### config.mk
export PLATFORM = sky130hd
export DESIGN_NAME = gpp_port
export DESIGN_NICKNAME = d
export VERILOG_FILES = /design/src/common/gpp_pkg.sv /design/src/core/gpp_port.sv
export SDC_FILE = /design/constraint.sdc
export NUM_CORES = 1
export LEC_CHECK = 0
export BUFFER_PORTS_ARGS = -buffer_cell sky130_fd_sc_hd__clkbuf_2
export CAP_MARGIN = 30
export CORE_ASPECT_RATIO = 2
export CORE_MARGIN = 2
export CORE_UTILIZATION = 40
export CTS_BUF_LIST = sky130_fd_sc_hd__clkbuf_4 sky130_fd_sc_hd__clkbuf_8
export CTS_CLUSTER_SIZE = 28
export DETAILED_ROUTE_END_ITERATION = 16
export GPL_TIMING_DRIVEN = 0
export PLACE_DENSITY = 0.71
export SETUP_SLACK_MARGIN = 0.1
export SLEW_MARGIN = 20
export SYNTH_ARGS = -nofsm -noshare
export SYNTH_HDL_FRONTEND = slang
export SYNTH_SLANG_ARGS = --single-unit
### constraint.sdc
create_clock -name aclk -period 10.95 [get_ports aclk]
set_input_delay 1.095 -clock aclk [delete_from_list [all_inputs] [get_ports aclk]]
set_output_delay 1.095 -clock aclk [all_outputs]
set_load 0.05 [all_outputs]
### src/common/gpp_pkg.sv
// gpp_pkg: register map, reset values and carrier types of the eight-pin port
package gpp_pkg;
	localparam int unsigned PINS     = 8;
	localparam int unsigned ADDR_W   = 12;
	localparam int unsigned DATA_W   = 32;
	// byte offsets; pin_value fills 0x000..0x3fc
	localparam logic [11:0] OFF_DIR  = 12'h400;
	localparam logic [11:0] OFF_IS   = 12'h404;
	localparam logic [11:0] OFF_IBE  = 12'h408;
	localparam logic [11:0] OFF_IEV  = 12'h40c;
	localparam logic [11:0] OFF_IM   = 12'h410;
	localparam logic [11:0] OFF_RIS  = 12'h414;
	localparam logic [11:0] OFF_MIS  = 12'h418;
	localparam logic [11:0] OFF_ICR  = 12'h41c;
	localparam logic [11:0] OFF_AFS  = 12'h420;
	localparam logic [11:0] OFF_DRL  = 12'h500;
	localparam logic [11:0] OFF_DRM  = 12'h504;
	localparam logic [11:0] OFF_DRH  = 12'h508;
	localparam logic [11:0] OFF_ODR  = 12'h50c;
	localparam logic [11:0] OFF_PUR  = 12'h510;
	localparam logic [11:0] OFF_PDR  = 12'h514;
	localparam logic [11:0] OFF_SLR  = 12'h518;
	localparam logic [11:0] OFF_DEN  = 12'h51c;
	localparam logic [11:0] OFF_PIDH = 12'hfd0; // peripheral ident words 4..7
	localparam logic [11:0] OFF_PIDL = 12'hfe0; // peripheral ident words 0..3
	localparam logic [11:0] OFF_CID  = 12'hff0; // component ident words 0..3
	// field positions
	localparam int unsigned MASK_LSB = 2;
	localparam int unsigned MASK_MSB = 9;
	// reset values
	localparam logic [7:0]  RST_ZERO = 8'h00;
	localparam logic [7:0]  RST_DRL  = 8'hff;
	localparam logic [7:0]  RST_PUR  = 8'hff;
	localparam logic [7:0]  RST_DEN  = 8'hff;
	// bus answers
	localparam logic [1:0]  RESP_OKAY   = 2'b00;
	localparam logic [1:0]  RESP_SLVERR = 2'b10;

	typedef enum logic [4:0] {
		SEL_DATA, SEL_DIR, SEL_IS, SEL_IBE, SEL_IEV, SEL_IM, SEL_RIS, SEL_MIS,
		SEL_ICR, SEL_AFS, SEL_DRL, SEL_DRM, SEL_DRH, SEL_ODR, SEL_PUR, SEL_PDR,
		SEL_SLR, SEL_DEN, SEL_PIDH, SEL_PIDL, SEL_CID, SEL_NONE
	} gpp_sel_t;

	// per-pin pad settings presented to the pad ring
	typedef struct packed {
		logic [7:0] drive_low_select;
		logic [7:0] drive_mid_select;
		logic [7:0] drive_high_select;
		logic [7:0] open_drain_select;
		logic [7:0] pull_up_select;
		logic [7:0] pull_down_select;
		logic [7:0] slew_control_select;
		logic [7:0] digital_input_enable;
	} gpp_pad_cfg_t;
endpackage : gpp_pkg

### src/core/gpp_port.sv
// gpp_port: eight-pin port with masked data access, pad control and interrupts
//
// Contract
// - reset: pins are inputs, alt select 0, debug pins alt select 1
// - power-on or external reset restores every pin default
// - direction 0 captures pad level into pin_value; 1 drives pin_value out
// - pin_value accesses use address bits 9..2 as per-bit mask
// - pin_value decoded at 256 word locations, one per mask
// - masked write changes only bits whose mask bit is one
// - masked read returns zero for bits whose mask bit is zero
// - all pin interrupts combine into one port interrupt output
// - edge interrupt stays latched until software clears it
// - sense, both-edges and polarity choose each pin's trigger
// - sense 0 edge, 1 level; both 1; polarity 1 high or rising
// - mask gates forwarding only, never detection
// - raw status shows all conditions, masked status only enabled ones
// - writing one to clear bit clears latch; zero does nothing
// - unmasked interrupt on adc trigger pin also holds adc trigger high while its status stays set
// - trigger reconfiguration may raise a spurious interrupt
// - alt select set gives pin to peripheral, clear to software
// - drive, open-drain, pulls, slew and input enable held per pin
// - read-only peripheral and component ident words fixed at reset
// - every port is an identical instance of this block
// - unbonded pin bits ignore writes
`timescale 1ns/10ps
`default_nettype none
// one block for every port; per-port differences are parameters only
module gpp_port #(
	parameter logic [7:0]  AFSEL_RST    = 8'h00,       // debug pins per instance
	parameter logic [7:0]  BONDED       = 8'hff,       // pins with a pad
	parameter int unsigned ADC_PIN      = 4,
	parameter logic        ADC_TRIG_EN  = 1'b1,
	parameter logic [63:0] PERIPH_ID    = 64'h0706050403020100, // arbitrary value
	parameter logic [31:0] COMPONENT_ID = 32'h03020100          // arbitrary value
) (
	input  wire logic                 aclk,
	input  wire logic                 aresetn,
	input  wire logic [11:0]          s_axi_awaddr,
	input  wire logic                 s_axi_awvalid,
	output logic                      s_axi_awready,
	input  wire logic [31:0]          s_axi_wdata,
	input  wire logic [3:0]           s_axi_wstrb,
	input  wire logic                 s_axi_wvalid,
	output logic                      s_axi_wready,
	output logic [1:0]                s_axi_bresp,
	output logic                      s_axi_bvalid,
	input  wire logic                 s_axi_bready,
	input  wire logic [11:0]          s_axi_araddr,
	input  wire logic                 s_axi_arvalid,
	output logic                      s_axi_arready,
	output logic [31:0]               s_axi_rdata,
	output logic [1:0]                s_axi_rresp,
	output logic                      s_axi_rvalid,
	input  wire logic                 s_axi_rready,
	input  wire logic [7:0]           pad_in,
	output logic [7:0]                pad_out,
	output logic [7:0]                pad_oe,
	input  wire logic [7:0]           alt_out,
	input  wire logic [7:0]           alt_oe,
	output logic [7:0]                alt_in,
	output gpp_pkg::gpp_pad_cfg_t     pad_cfg,
	output logic                      irq,
	output logic                      adc_trigger
);
	// register offset decode, shared by the write and read paths
	function automatic gpp_pkg::gpp_sel_t decode(input logic [11:0] a);
		gpp_pkg::gpp_sel_t s;
		s = gpp_pkg::SEL_NONE;
		if (a[11:10] == 2'b00) s = gpp_pkg::SEL_DATA;
		else if (a[11:2] == gpp_pkg::OFF_DIR[11:2]) s = gpp_pkg::SEL_DIR;
		else if (a[11:2] == gpp_pkg::OFF_IS[11:2]) s = gpp_pkg::SEL_IS;
		else if (a[11:2] == gpp_pkg::OFF_IBE[11:2]) s = gpp_pkg::SEL_IBE;
		else if (a[11:2] == gpp_pkg::OFF_IEV[11:2]) s = gpp_pkg::SEL_IEV;
		else if (a[11:2] == gpp_pkg::OFF_IM[11:2]) s = gpp_pkg::SEL_IM;
		else if (a[11:2] == gpp_pkg::OFF_RIS[11:2]) s = gpp_pkg::SEL_RIS;
		else if (a[11:2] == gpp_pkg::OFF_MIS[11:2]) s = gpp_pkg::SEL_MIS;
		else if (a[11:2] == gpp_pkg::OFF_ICR[11:2]) s = gpp_pkg::SEL_ICR;
		else if (a[11:2] == gpp_pkg::OFF_AFS[11:2]) s = gpp_pkg::SEL_AFS;
		else if (a[11:2] == gpp_pkg::OFF_DRL[11:2]) s = gpp_pkg::SEL_DRL;
		else if (a[11:2] == gpp_pkg::OFF_DRM[11:2]) s = gpp_pkg::SEL_DRM;
		else if (a[11:2] == gpp_pkg::OFF_DRH[11:2]) s = gpp_pkg::SEL_DRH;
		else if (a[11:2] == gpp_pkg::OFF_ODR[11:2]) s = gpp_pkg::SEL_ODR;
		else if (a[11:2] == gpp_pkg::OFF_PUR[11:2]) s = gpp_pkg::SEL_PUR;
		else if (a[11:2] == gpp_pkg::OFF_PDR[11:2]) s = gpp_pkg::SEL_PDR;
		else if (a[11:2] == gpp_pkg::OFF_SLR[11:2]) s = gpp_pkg::SEL_SLR;
		else if (a[11:2] == gpp_pkg::OFF_DEN[11:2]) s = gpp_pkg::SEL_DEN;
		else if (a[11:4] == gpp_pkg::OFF_PIDH[11:4]) s = gpp_pkg::SEL_PIDH;
		else if (a[11:4] == gpp_pkg::OFF_PIDL[11:4]) s = gpp_pkg::SEL_PIDL;
		else if (a[11:4] == gpp_pkg::OFF_CID[11:4]) s = gpp_pkg::SEL_CID;
		return s;
	endfunction : decode
	// bit merge under a mask; unbonded pins never take a write
	function automatic logic [7:0] merge(input logic [7:0] old, input logic [7:0] val,
		input logic [7:0] msk);
		logic [7:0] m;
		m = msk & BONDED;
		return (old & ~m) | (val & m);
	endfunction : merge
	// bus state
	logic        aw_full_r, aw_full_nxt, w_full_r, w_full_nxt;
	logic        awready_r, awready_nxt, wready_r, wready_nxt;
	logic        bvalid_r, bvalid_nxt, arready_r, arready_nxt, rvalid_r, rvalid_nxt;
	logic [1:0]  bresp_r, bresp_nxt, rresp_r, rresp_nxt;
	logic [11:0] awaddr_r, awaddr_nxt;
	logic [31:0] wdata_r, wdata_nxt, rdata_r, rdata_nxt;
	logic        wstrb0_r, wstrb0_nxt;
	logic        wr_do;
	gpp_pkg::gpp_sel_t wsel, rsel;
	// register state
	logic [7:0]  data_r, data_nxt, dir_r, dir_nxt, is_r, is_nxt, ibe_r, ibe_nxt;
	logic [7:0]  iev_r, iev_nxt, im_r, im_nxt, ris_r, ris_nxt, afs_r, afs_nxt;
	gpp_pkg::gpp_pad_cfg_t cfg_r, cfg_nxt;
	logic [7:0]  clr, rise, fall, edge_evt, lvl_evt;
	// pad state
	logic [7:0]  sync1_r, sync2_r, prev_r, in_s;
	logic [7:0]  pad_out_r, pad_out_nxt, pad_oe_r, pad_oe_nxt, alt_in_r;
	logic [7:0]  drv_out, drv_oe;
	logic        irq_r, irq_nxt, adc_r, adc_nxt;
	logic [5:0]  cfg_lsb;
	// decodes; pad field position puts the word at 0x500 in the top byte
	assign wsel = decode(awaddr_r);
	assign rsel = decode(s_axi_araddr);
	assign wr_do = aw_full_r && w_full_r && !bvalid_r;
	assign cfg_lsb = {3'd7 - awaddr_r[4:2], 3'b000};
	// slave handshake: address and data caught in either order, answer one cycle later
	always_comb begin
		aw_full_nxt = aw_full_r;
		w_full_nxt  = w_full_r;
		awaddr_nxt  = awaddr_r;
		wdata_nxt   = wdata_r;
		wstrb0_nxt  = wstrb0_r;
		bvalid_nxt  = bvalid_r;
		bresp_nxt   = bresp_r;
		rvalid_nxt  = rvalid_r;
		rresp_nxt   = rresp_r;
		rdata_nxt   = rdata_r;
		if (s_axi_awvalid && awready_r) begin
			aw_full_nxt = 1'b1;
			awaddr_nxt  = s_axi_awaddr;
		end
		if (s_axi_wvalid && wready_r) begin
			w_full_nxt = 1'b1;
			wdata_nxt  = s_axi_wdata;
			wstrb0_nxt = s_axi_wstrb[0];
		end
		if (bvalid_r && s_axi_bready) begin
			bvalid_nxt = 1'b0;
		end
		if (wr_do) begin
			aw_full_nxt = 1'b0;
			w_full_nxt  = 1'b0;
			bvalid_nxt  = 1'b1;
			bresp_nxt   = (wsel == gpp_pkg::SEL_NONE) ? gpp_pkg::RESP_SLVERR
				: gpp_pkg::RESP_OKAY;
		end
		if (rvalid_r && s_axi_rready) begin
			rvalid_nxt = 1'b0;
		end
		if (s_axi_arvalid && arready_r) begin
			rvalid_nxt = 1'b1;
			rresp_nxt  = (rsel == gpp_pkg::SEL_NONE) ? gpp_pkg::RESP_SLVERR
				: gpp_pkg::RESP_OKAY;
			rdata_nxt  = 32'h0000_0000;
			case (rsel)
				gpp_pkg::SEL_DATA: rdata_nxt[7:0] = data_r
					& s_axi_araddr[gpp_pkg::MASK_MSB:gpp_pkg::MASK_LSB];
				gpp_pkg::SEL_DIR:  rdata_nxt[7:0] = dir_r;
				gpp_pkg::SEL_IS:   rdata_nxt[7:0] = is_r;
				gpp_pkg::SEL_IBE:  rdata_nxt[7:0] = ibe_r;
				gpp_pkg::SEL_IEV:  rdata_nxt[7:0] = iev_r;
				gpp_pkg::SEL_IM:   rdata_nxt[7:0] = im_r;
				gpp_pkg::SEL_RIS:  rdata_nxt[7:0] = ris_r;
				gpp_pkg::SEL_MIS:  rdata_nxt[7:0] = ris_r & im_r;
				gpp_pkg::SEL_AFS:  rdata_nxt[7:0] = afs_r;
				gpp_pkg::SEL_DRL:  rdata_nxt[7:0] = cfg_r.drive_low_select;
				gpp_pkg::SEL_DRM:  rdata_nxt[7:0] = cfg_r.drive_mid_select;
				gpp_pkg::SEL_DRH:  rdata_nxt[7:0] = cfg_r.drive_high_select;
				gpp_pkg::SEL_ODR:  rdata_nxt[7:0] = cfg_r.open_drain_select;
				gpp_pkg::SEL_PUR:  rdata_nxt[7:0] = cfg_r.pull_up_select;
				gpp_pkg::SEL_PDR:  rdata_nxt[7:0] = cfg_r.pull_down_select;
				gpp_pkg::SEL_SLR:  rdata_nxt[7:0] = cfg_r.slew_control_select;
				gpp_pkg::SEL_DEN:  rdata_nxt[7:0] = cfg_r.digital_input_enable;
				gpp_pkg::SEL_PIDH: rdata_nxt[7:0] = PERIPH_ID[{1'b1, s_axi_araddr[3:2], 3'b000} +: 8];
				gpp_pkg::SEL_PIDL: rdata_nxt[7:0] = PERIPH_ID[{1'b0, s_axi_araddr[3:2], 3'b000} +: 8];
				gpp_pkg::SEL_CID:  rdata_nxt[7:0] = COMPONENT_ID[{s_axi_araddr[3:2], 3'b000} +: 8];
				default:           rdata_nxt = 32'h0000_0000;
			endcase
		end
		awready_nxt = !aw_full_nxt;
		wready_nxt  = !w_full_nxt;
		arready_nxt = !rvalid_nxt;
	end

	// bus registers
	always_ff @(posedge aclk) begin
		if (!aresetn) begin
			aw_full_r <= 1'b0;
			w_full_r  <= 1'b0;
			awready_r <= 1'b0;
			wready_r  <= 1'b0;
			arready_r <= 1'b0;
			bvalid_r  <= 1'b0;
			rvalid_r  <= 1'b0;
			bresp_r   <= gpp_pkg::RESP_OKAY;
			rresp_r   <= gpp_pkg::RESP_OKAY;
			awaddr_r  <= 12'h000;
			wdata_r   <= 32'h0000_0000;
			wstrb0_r  <= 1'b0;
			rdata_r   <= 32'h0000_0000;
		end else begin
			aw_full_r <= aw_full_nxt;
			w_full_r  <= w_full_nxt;
			awready_r <= awready_nxt;
			wready_r  <= wready_nxt;
			arready_r <= arready_nxt;
			bvalid_r  <= bvalid_nxt;
			rvalid_r  <= rvalid_nxt;
			bresp_r   <= bresp_nxt;
			rresp_r   <= rresp_nxt;
			awaddr_r  <= awaddr_nxt;
			wdata_r   <= wdata_nxt;
			wstrb0_r  <= wstrb0_nxt;
			rdata_r   <= rdata_nxt;
		end
	end
	assign in_s = sync2_r & cfg_r.digital_input_enable;
	// register writes, input capture and interrupt detection
	always_comb begin
		data_nxt = data_r;
		dir_nxt  = dir_r;
		is_nxt   = is_r;
		ibe_nxt  = ibe_r;
		iev_nxt  = iev_r;
		im_nxt   = im_r;
		afs_nxt  = afs_r;
		cfg_nxt  = cfg_r;
		clr      = 8'h00;
		// only byte lane 0 carries pin bits; other lanes are ignored
		if (wr_do && wstrb0_r) begin
			case (wsel)
				gpp_pkg::SEL_DATA: data_nxt = merge(data_r, wdata_r[7:0],
					awaddr_r[gpp_pkg::MASK_MSB:gpp_pkg::MASK_LSB]);
				gpp_pkg::SEL_DIR:  dir_nxt = merge(dir_r, wdata_r[7:0], 8'hff);
				// trigger settings act at once, no glitch suppression
				gpp_pkg::SEL_IS:   is_nxt = merge(is_r, wdata_r[7:0], 8'hff);
				gpp_pkg::SEL_IBE:  ibe_nxt = merge(ibe_r, wdata_r[7:0], 8'hff);
				gpp_pkg::SEL_IEV:  iev_nxt = merge(iev_r, wdata_r[7:0], 8'hff);
				gpp_pkg::SEL_IM:   im_nxt = merge(im_r, wdata_r[7:0], 8'hff);
				gpp_pkg::SEL_ICR:  clr = wdata_r[7:0] & BONDED;
				gpp_pkg::SEL_AFS:  afs_nxt = merge(afs_r, wdata_r[7:0], 8'hff);
				// pad settings; struct fields sit in offset order
				gpp_pkg::SEL_DRL, gpp_pkg::SEL_DRM, gpp_pkg::SEL_DRH, gpp_pkg::SEL_ODR,
				gpp_pkg::SEL_PUR, gpp_pkg::SEL_PDR, gpp_pkg::SEL_SLR, gpp_pkg::SEL_DEN:
					cfg_nxt[cfg_lsb +: 8] = merge(cfg_r[cfg_lsb +: 8], wdata_r[7:0], 8'hff);
				default: ;
			endcase
		end
		// input pins capture pad level, overriding any write
		data_nxt = (data_nxt & dir_r) | (in_s & ~dir_r & BONDED);
		// edges from current versus previous sample
		rise = in_s & ~prev_r;
		fall = ~in_s & prev_r;
		edge_evt = (ibe_r & (rise | fall)) | (~ibe_r & ((iev_r & rise) | (~iev_r & fall)));
		lvl_evt  = (iev_r & in_s) | (~iev_r & ~in_s);
		// edges latch until cleared, set beats clear; mask not involved
		ris_nxt = ((is_r & lvl_evt) | (~is_r & (edge_evt | (ris_r & ~clr)))) & BONDED;
		// one port interrupt from masked status
		irq_nxt = |(ris_nxt & im_nxt);
		// adc trigger follows the masked status of the trigger pin
		adc_nxt = ADC_TRIG_EN & ris_nxt[ADC_PIN] & im_nxt[ADC_PIN];
	end
	// reset defaults; the reset input carries both power-on and pin reset
	always_ff @(posedge aclk) begin
		if (!aresetn) begin
			data_r <= gpp_pkg::RST_ZERO;
			dir_r  <= gpp_pkg::RST_ZERO;
			is_r   <= gpp_pkg::RST_ZERO;
			ibe_r  <= gpp_pkg::RST_ZERO;
			iev_r  <= gpp_pkg::RST_ZERO;
			im_r   <= gpp_pkg::RST_ZERO;
			ris_r  <= gpp_pkg::RST_ZERO;
			afs_r  <= AFSEL_RST;
			cfg_r  <= '{gpp_pkg::RST_DRL, gpp_pkg::RST_ZERO, gpp_pkg::RST_ZERO,
				gpp_pkg::RST_ZERO, gpp_pkg::RST_PUR, gpp_pkg::RST_ZERO,
				gpp_pkg::RST_ZERO, gpp_pkg::RST_DEN};
			irq_r  <= 1'b0;
			adc_r  <= 1'b0;
		end else begin
			data_r <= data_nxt;
			dir_r  <= dir_nxt;
			is_r   <= is_nxt;
			ibe_r  <= ibe_nxt;
			iev_r  <= iev_nxt;
			im_r   <= im_nxt;
			ris_r  <= ris_nxt;
			afs_r  <= afs_nxt;
			cfg_r  <= cfg_nxt;
			irq_r  <= irq_nxt;
			adc_r  <= adc_nxt;
		end
	end
	// pin owner mux; open drain only ever pulls low
	always_comb begin
		drv_out     = (afs_r & alt_out) | (~afs_r & data_r);
		drv_oe      = ((afs_r & alt_oe) | (~afs_r & dir_r)) & BONDED;
		pad_out_nxt = drv_out & ~cfg_r.open_drain_select;
		pad_oe_nxt  = drv_oe & ~(cfg_r.open_drain_select & drv_out);
	end
	// pad synchroniser and drivers; sync1 feeds sync2 only
	always_ff @(posedge aclk) begin
		if (!aresetn) begin
			sync1_r   <= 8'h00;
			sync2_r   <= 8'h00;
			prev_r    <= 8'h00;
			pad_out_r <= 8'h00;
			pad_oe_r  <= 8'h00;
			alt_in_r  <= 8'h00;
		end else begin
			sync1_r   <= pad_in;
			sync2_r   <= sync1_r;
			prev_r    <= in_s;
			pad_out_r <= pad_out_nxt;
			pad_oe_r  <= pad_oe_nxt;
			alt_in_r  <= in_s;
		end
	end
	// outputs straight from their flip-flops
	assign s_axi_awready = awready_r;
	assign s_axi_wready  = wready_r;
	assign s_axi_bvalid  = bvalid_r;
	assign s_axi_bresp   = bresp_r;
	assign s_axi_arready = arready_r;
	assign s_axi_rvalid  = rvalid_r;
	assign s_axi_rresp   = rresp_r;
	assign s_axi_rdata   = rdata_r;
	assign pad_out       = pad_out_r;
	assign pad_oe        = pad_oe_r;
	assign alt_in        = alt_in_r;
	assign pad_cfg       = cfg_r;
	assign irq           = irq_r;
	assign adc_trigger   = adc_r;
endmodule : gpp_port
`default_nettype wire

==> results.json <==
{
  "vias": 9745,
  "ys_ff_latch": 206,
  "power_frac_comb_pct": 10.1,
  "path_class": "reg2reg",
  "drive_gt1_share_pct": 19.4,
  "worstMarginPinSlew_ps": 1020,
  "start_util_pct": 40.8,
  "skew_ps": 21.2,
  "start_kind": "flop",
  "synth_flop_cell": "dfxtp_1",
  "initialDrtViolationCount": 709,
  "p_seq_share_pct": 48.1,
  "avgRoutedWirePerCell_um": 22.6,
  "htree_num_levels": 1,
  "cts_made_buffers": 29,
  "dp_hpwl_mm": 31.6,
  "area_growth_pct": 20.4,
  "placed_cells_incl_taps": 1703,
  "drcViolationCount": 0,
  "power_leakage_nw": 5.00,
  "numPortBuffers": 163,
  "grt_max_degree": 14,
  "cts_tree": "done",
  "syn_avg_cell_area_um2": 8.50,
  "grt_usage_pct": 29.5,
  "yosys-top-cells-area": "dfxtp_1, mux2i_1, nand2_1",
  "yosysWarnings": 0,
  "synth-simple-area-share_pct": 21.7,
  "finalWeightedCongestion": 0.996,
  "instances_no_fill": 1758,
  "core_area_um2": 24500,
  "worst-path-max-fanout": 11,
  "fin_nets": 1515,
  "p_per_area_nw_per_um2": 133,
  "yosys.area.top_type": "dfxtp_1",
  "setup_tns_ps": 0,
  "ctsResizeCount": 0,
  "cts-root-buf": "clkbuf_8",
  "finalCritPeriodShare_pct": 47.7,
  "rrSetupSlack_ps": 5730,
  "clock.fmax_mhz": 191,
  "synth_edf_count": 0,
  "synth_xor_area_share_pct": 0.963,
  "die_w_um": 116,
  "hold_violations": 0,
  "antenna_found_initial": 1,
  "die_area_um2": 26400,
  "rows": 81,
  "multi_input_area_um2": 5390,
  "ant_nets": 0,
  "p_sw_mw": 0.438,
  "overflow": 0,
  "cp-end-kind": "flop",
  "p_int_mw": 1.17,
  "setup-violations-final": 0,
  "vdd_drop_max_v": 0.0000992,
  "period_needed_ps": 5220,
  "synthAdderAreaFrac_pct": 2.63,
  "synth_top_area_share_pct": 41.2,
  "status": "completed",
  "first_global_vias": 9561,
  "synth_mux_area_share_pct": 10.9,
  "rsz0062_at_grt": "false",
  "slew_headroom_pct": 31.5,
  "clkPwrFrac_pct": 41.7,
  "cts.path.max_buffers": 3,
  "postSynthCellCount": 1178,
  "synth.distinct_cells": 78,
  "dieHeight_um": 228,
  "synth_compound_area_share_pct": 16.3,
  "maxCapViolCount": 0,
  "fillCellCount": 2502,
  "clock_latency_ps": 590,
  "hold_path.class": "reg2reg",
  "required_ps": 11380,
  "maxSlewViolCount": 0,
  "regArea_um2": 4120,
  "avgViaCountPerCell": 5.54,
  "ys_seq_area_share_pct": 41.2,
  "synth_commonest_cells": "dfxtp_1, nand2_1, nor2_1",
  "clkSinkCount": 206,
  "yosysMostFrequentCell": "dfxtp_1",
  "postCtsHoldBufs": 0,
  "synth_area_um2": 10000,
  "clk_pin_slew_ps": 70,
  "pin_count": 222,
  "arrival_ps": 5650,
  "routed_wl_mm": 39.8,
  "largest_reg_flops": 64,
  "cts_setup_buffers": 0,
  "grt_pass1_wl_mm": 57.8,
  "swShare_pct": 27.3,
  "power_mw": 1.61,
  "async_flop_share_pct": 0,
  "first_pass_iters": 6,
  "synth_top_family_by_area": "simple AND/OR/NAND/NOR gates"
}
==> power groups by stage <==
stage / Combinational [mW] / Sequential (mW) / Clock, mW
2_1_floorplan: 0.0972 / 0.794 / 0
3_3_place_gp: 0.158 / 0.789 / 0
3_5_place_dp: 0.160 / 0.789 / 0
4_1_cts: 0.160 / 0.772 / 0.678
5_1_grt: 0.174 / 0.773 / 0.705
6_report: 0.163 / 0.773 / 0.670
==> placed cells by master, fill, tap and decap left out, drive strengths merged, types with 6 or more instances in the layout <==
cell type,n
or3,7
nor3,31
and2,29
a311oi,8
nand4,8
nand3,50
o21ai,40
nor2b,21
dfxtp,206
clkinv,9
o22ai,7
o211ai,19
ha,21
a32oi,6
mux2i,106
a22o,10
nor2,120
conb,26
buf,44
a31oi,14
a21oi,53
xnor2,9
clkbuf,266
a22oi,18
inv,37
nand2,142
nand2b,10
a211oi,13
o31ai,8
nor4,10
==> area by class of cell <==
class / count / share of cell area, %
diodes: 1 / 0.0208
plain buffers: 97 / 3.97
clock buffers: 44 / 4.82
clock inverters: 9 / 0.582
inverters: 38 / 1.18
multi-input cells: 862 / 44.7
flip-flops and latches: 206 / 34.2
well taps: 332 / 3.45
repair buffers: 169 / 7.04
==> layer usage <==
layer	wire length, um	part of all wire [%]	up-vias	GRT usage, %
met3	2160	5.4	168	3.53
met4	4400	11	0	26.5
met5	0	0	-	0
met2	19700	50	474	51.8
met1	13500	34	4503	29.5
li1	-	-	4600	-
==> kinds of logic (layout without fill, tap and decap cells) <==
logic type / count (synthesis) / in the layout
AO/OA/AOI/OAI: 237 / 237
XOR/XNOR: 11 / 11
adder cells (fa/ha/maj): 21 / 21
buffers and inverters: 135 / 357
flip-flops: 206 / 206
multiplexers: 109 / 109
other: 1 / 27
AND/OR/NAND/NOR: 458 / 458
==> worst max-delay path, cell delays in order, from the launching register on <==
cell and delay (ps):
dfxtp_1 360, clkbuf_1 450, clkinv_1 350, clkbuf_1 330, ha_1 390, or3_1 380
o211ai_1 310, nand2_1 170, nor4b_2 790, a31oi_1 250, o31ai_1 690, o2bb2ai_1 120
o41a_1 470
==> stage by stage <==
| step | util (%) | area [um2] | setup WS, ps | hold WS, ps |
|---|---|---|---|---|
| after global placement | 46.2 | 11300 | 5920 | 413 |
| after global routing | 49.1 | 12000 | 5650 | 464 |
| after CTS | 49.1 | 12000 | 5870 | 437 |
| after floorplan | - | 10100 | 7260 | 412 |
| final | 49.1 | 12000 | 5730 | 431 |
| after detailed placement | 46.4 | 11400 | 5900 | 420 |
==> worst paths after layout <==
path                             from                    end  cells after the start
min reg2reg     sync1_r[6]$_SDFF_PN0_  sync2_r[6]$_SDFF_PN0_                      1
max reg2reg  awaddr_r[2]$_SDFFE_PN0P_         irq$_SDFF_PN0_                     12
max          awaddr_r[2]$_SDFFE_PN0P_         irq$_SDFF_PN0_                     12
min             sync1_r[6]$_SDFF_PN0_  sync2_r[6]$_SDFF_PN0_                      1
No activity file was read; power rests on OpenSTA's default activity.
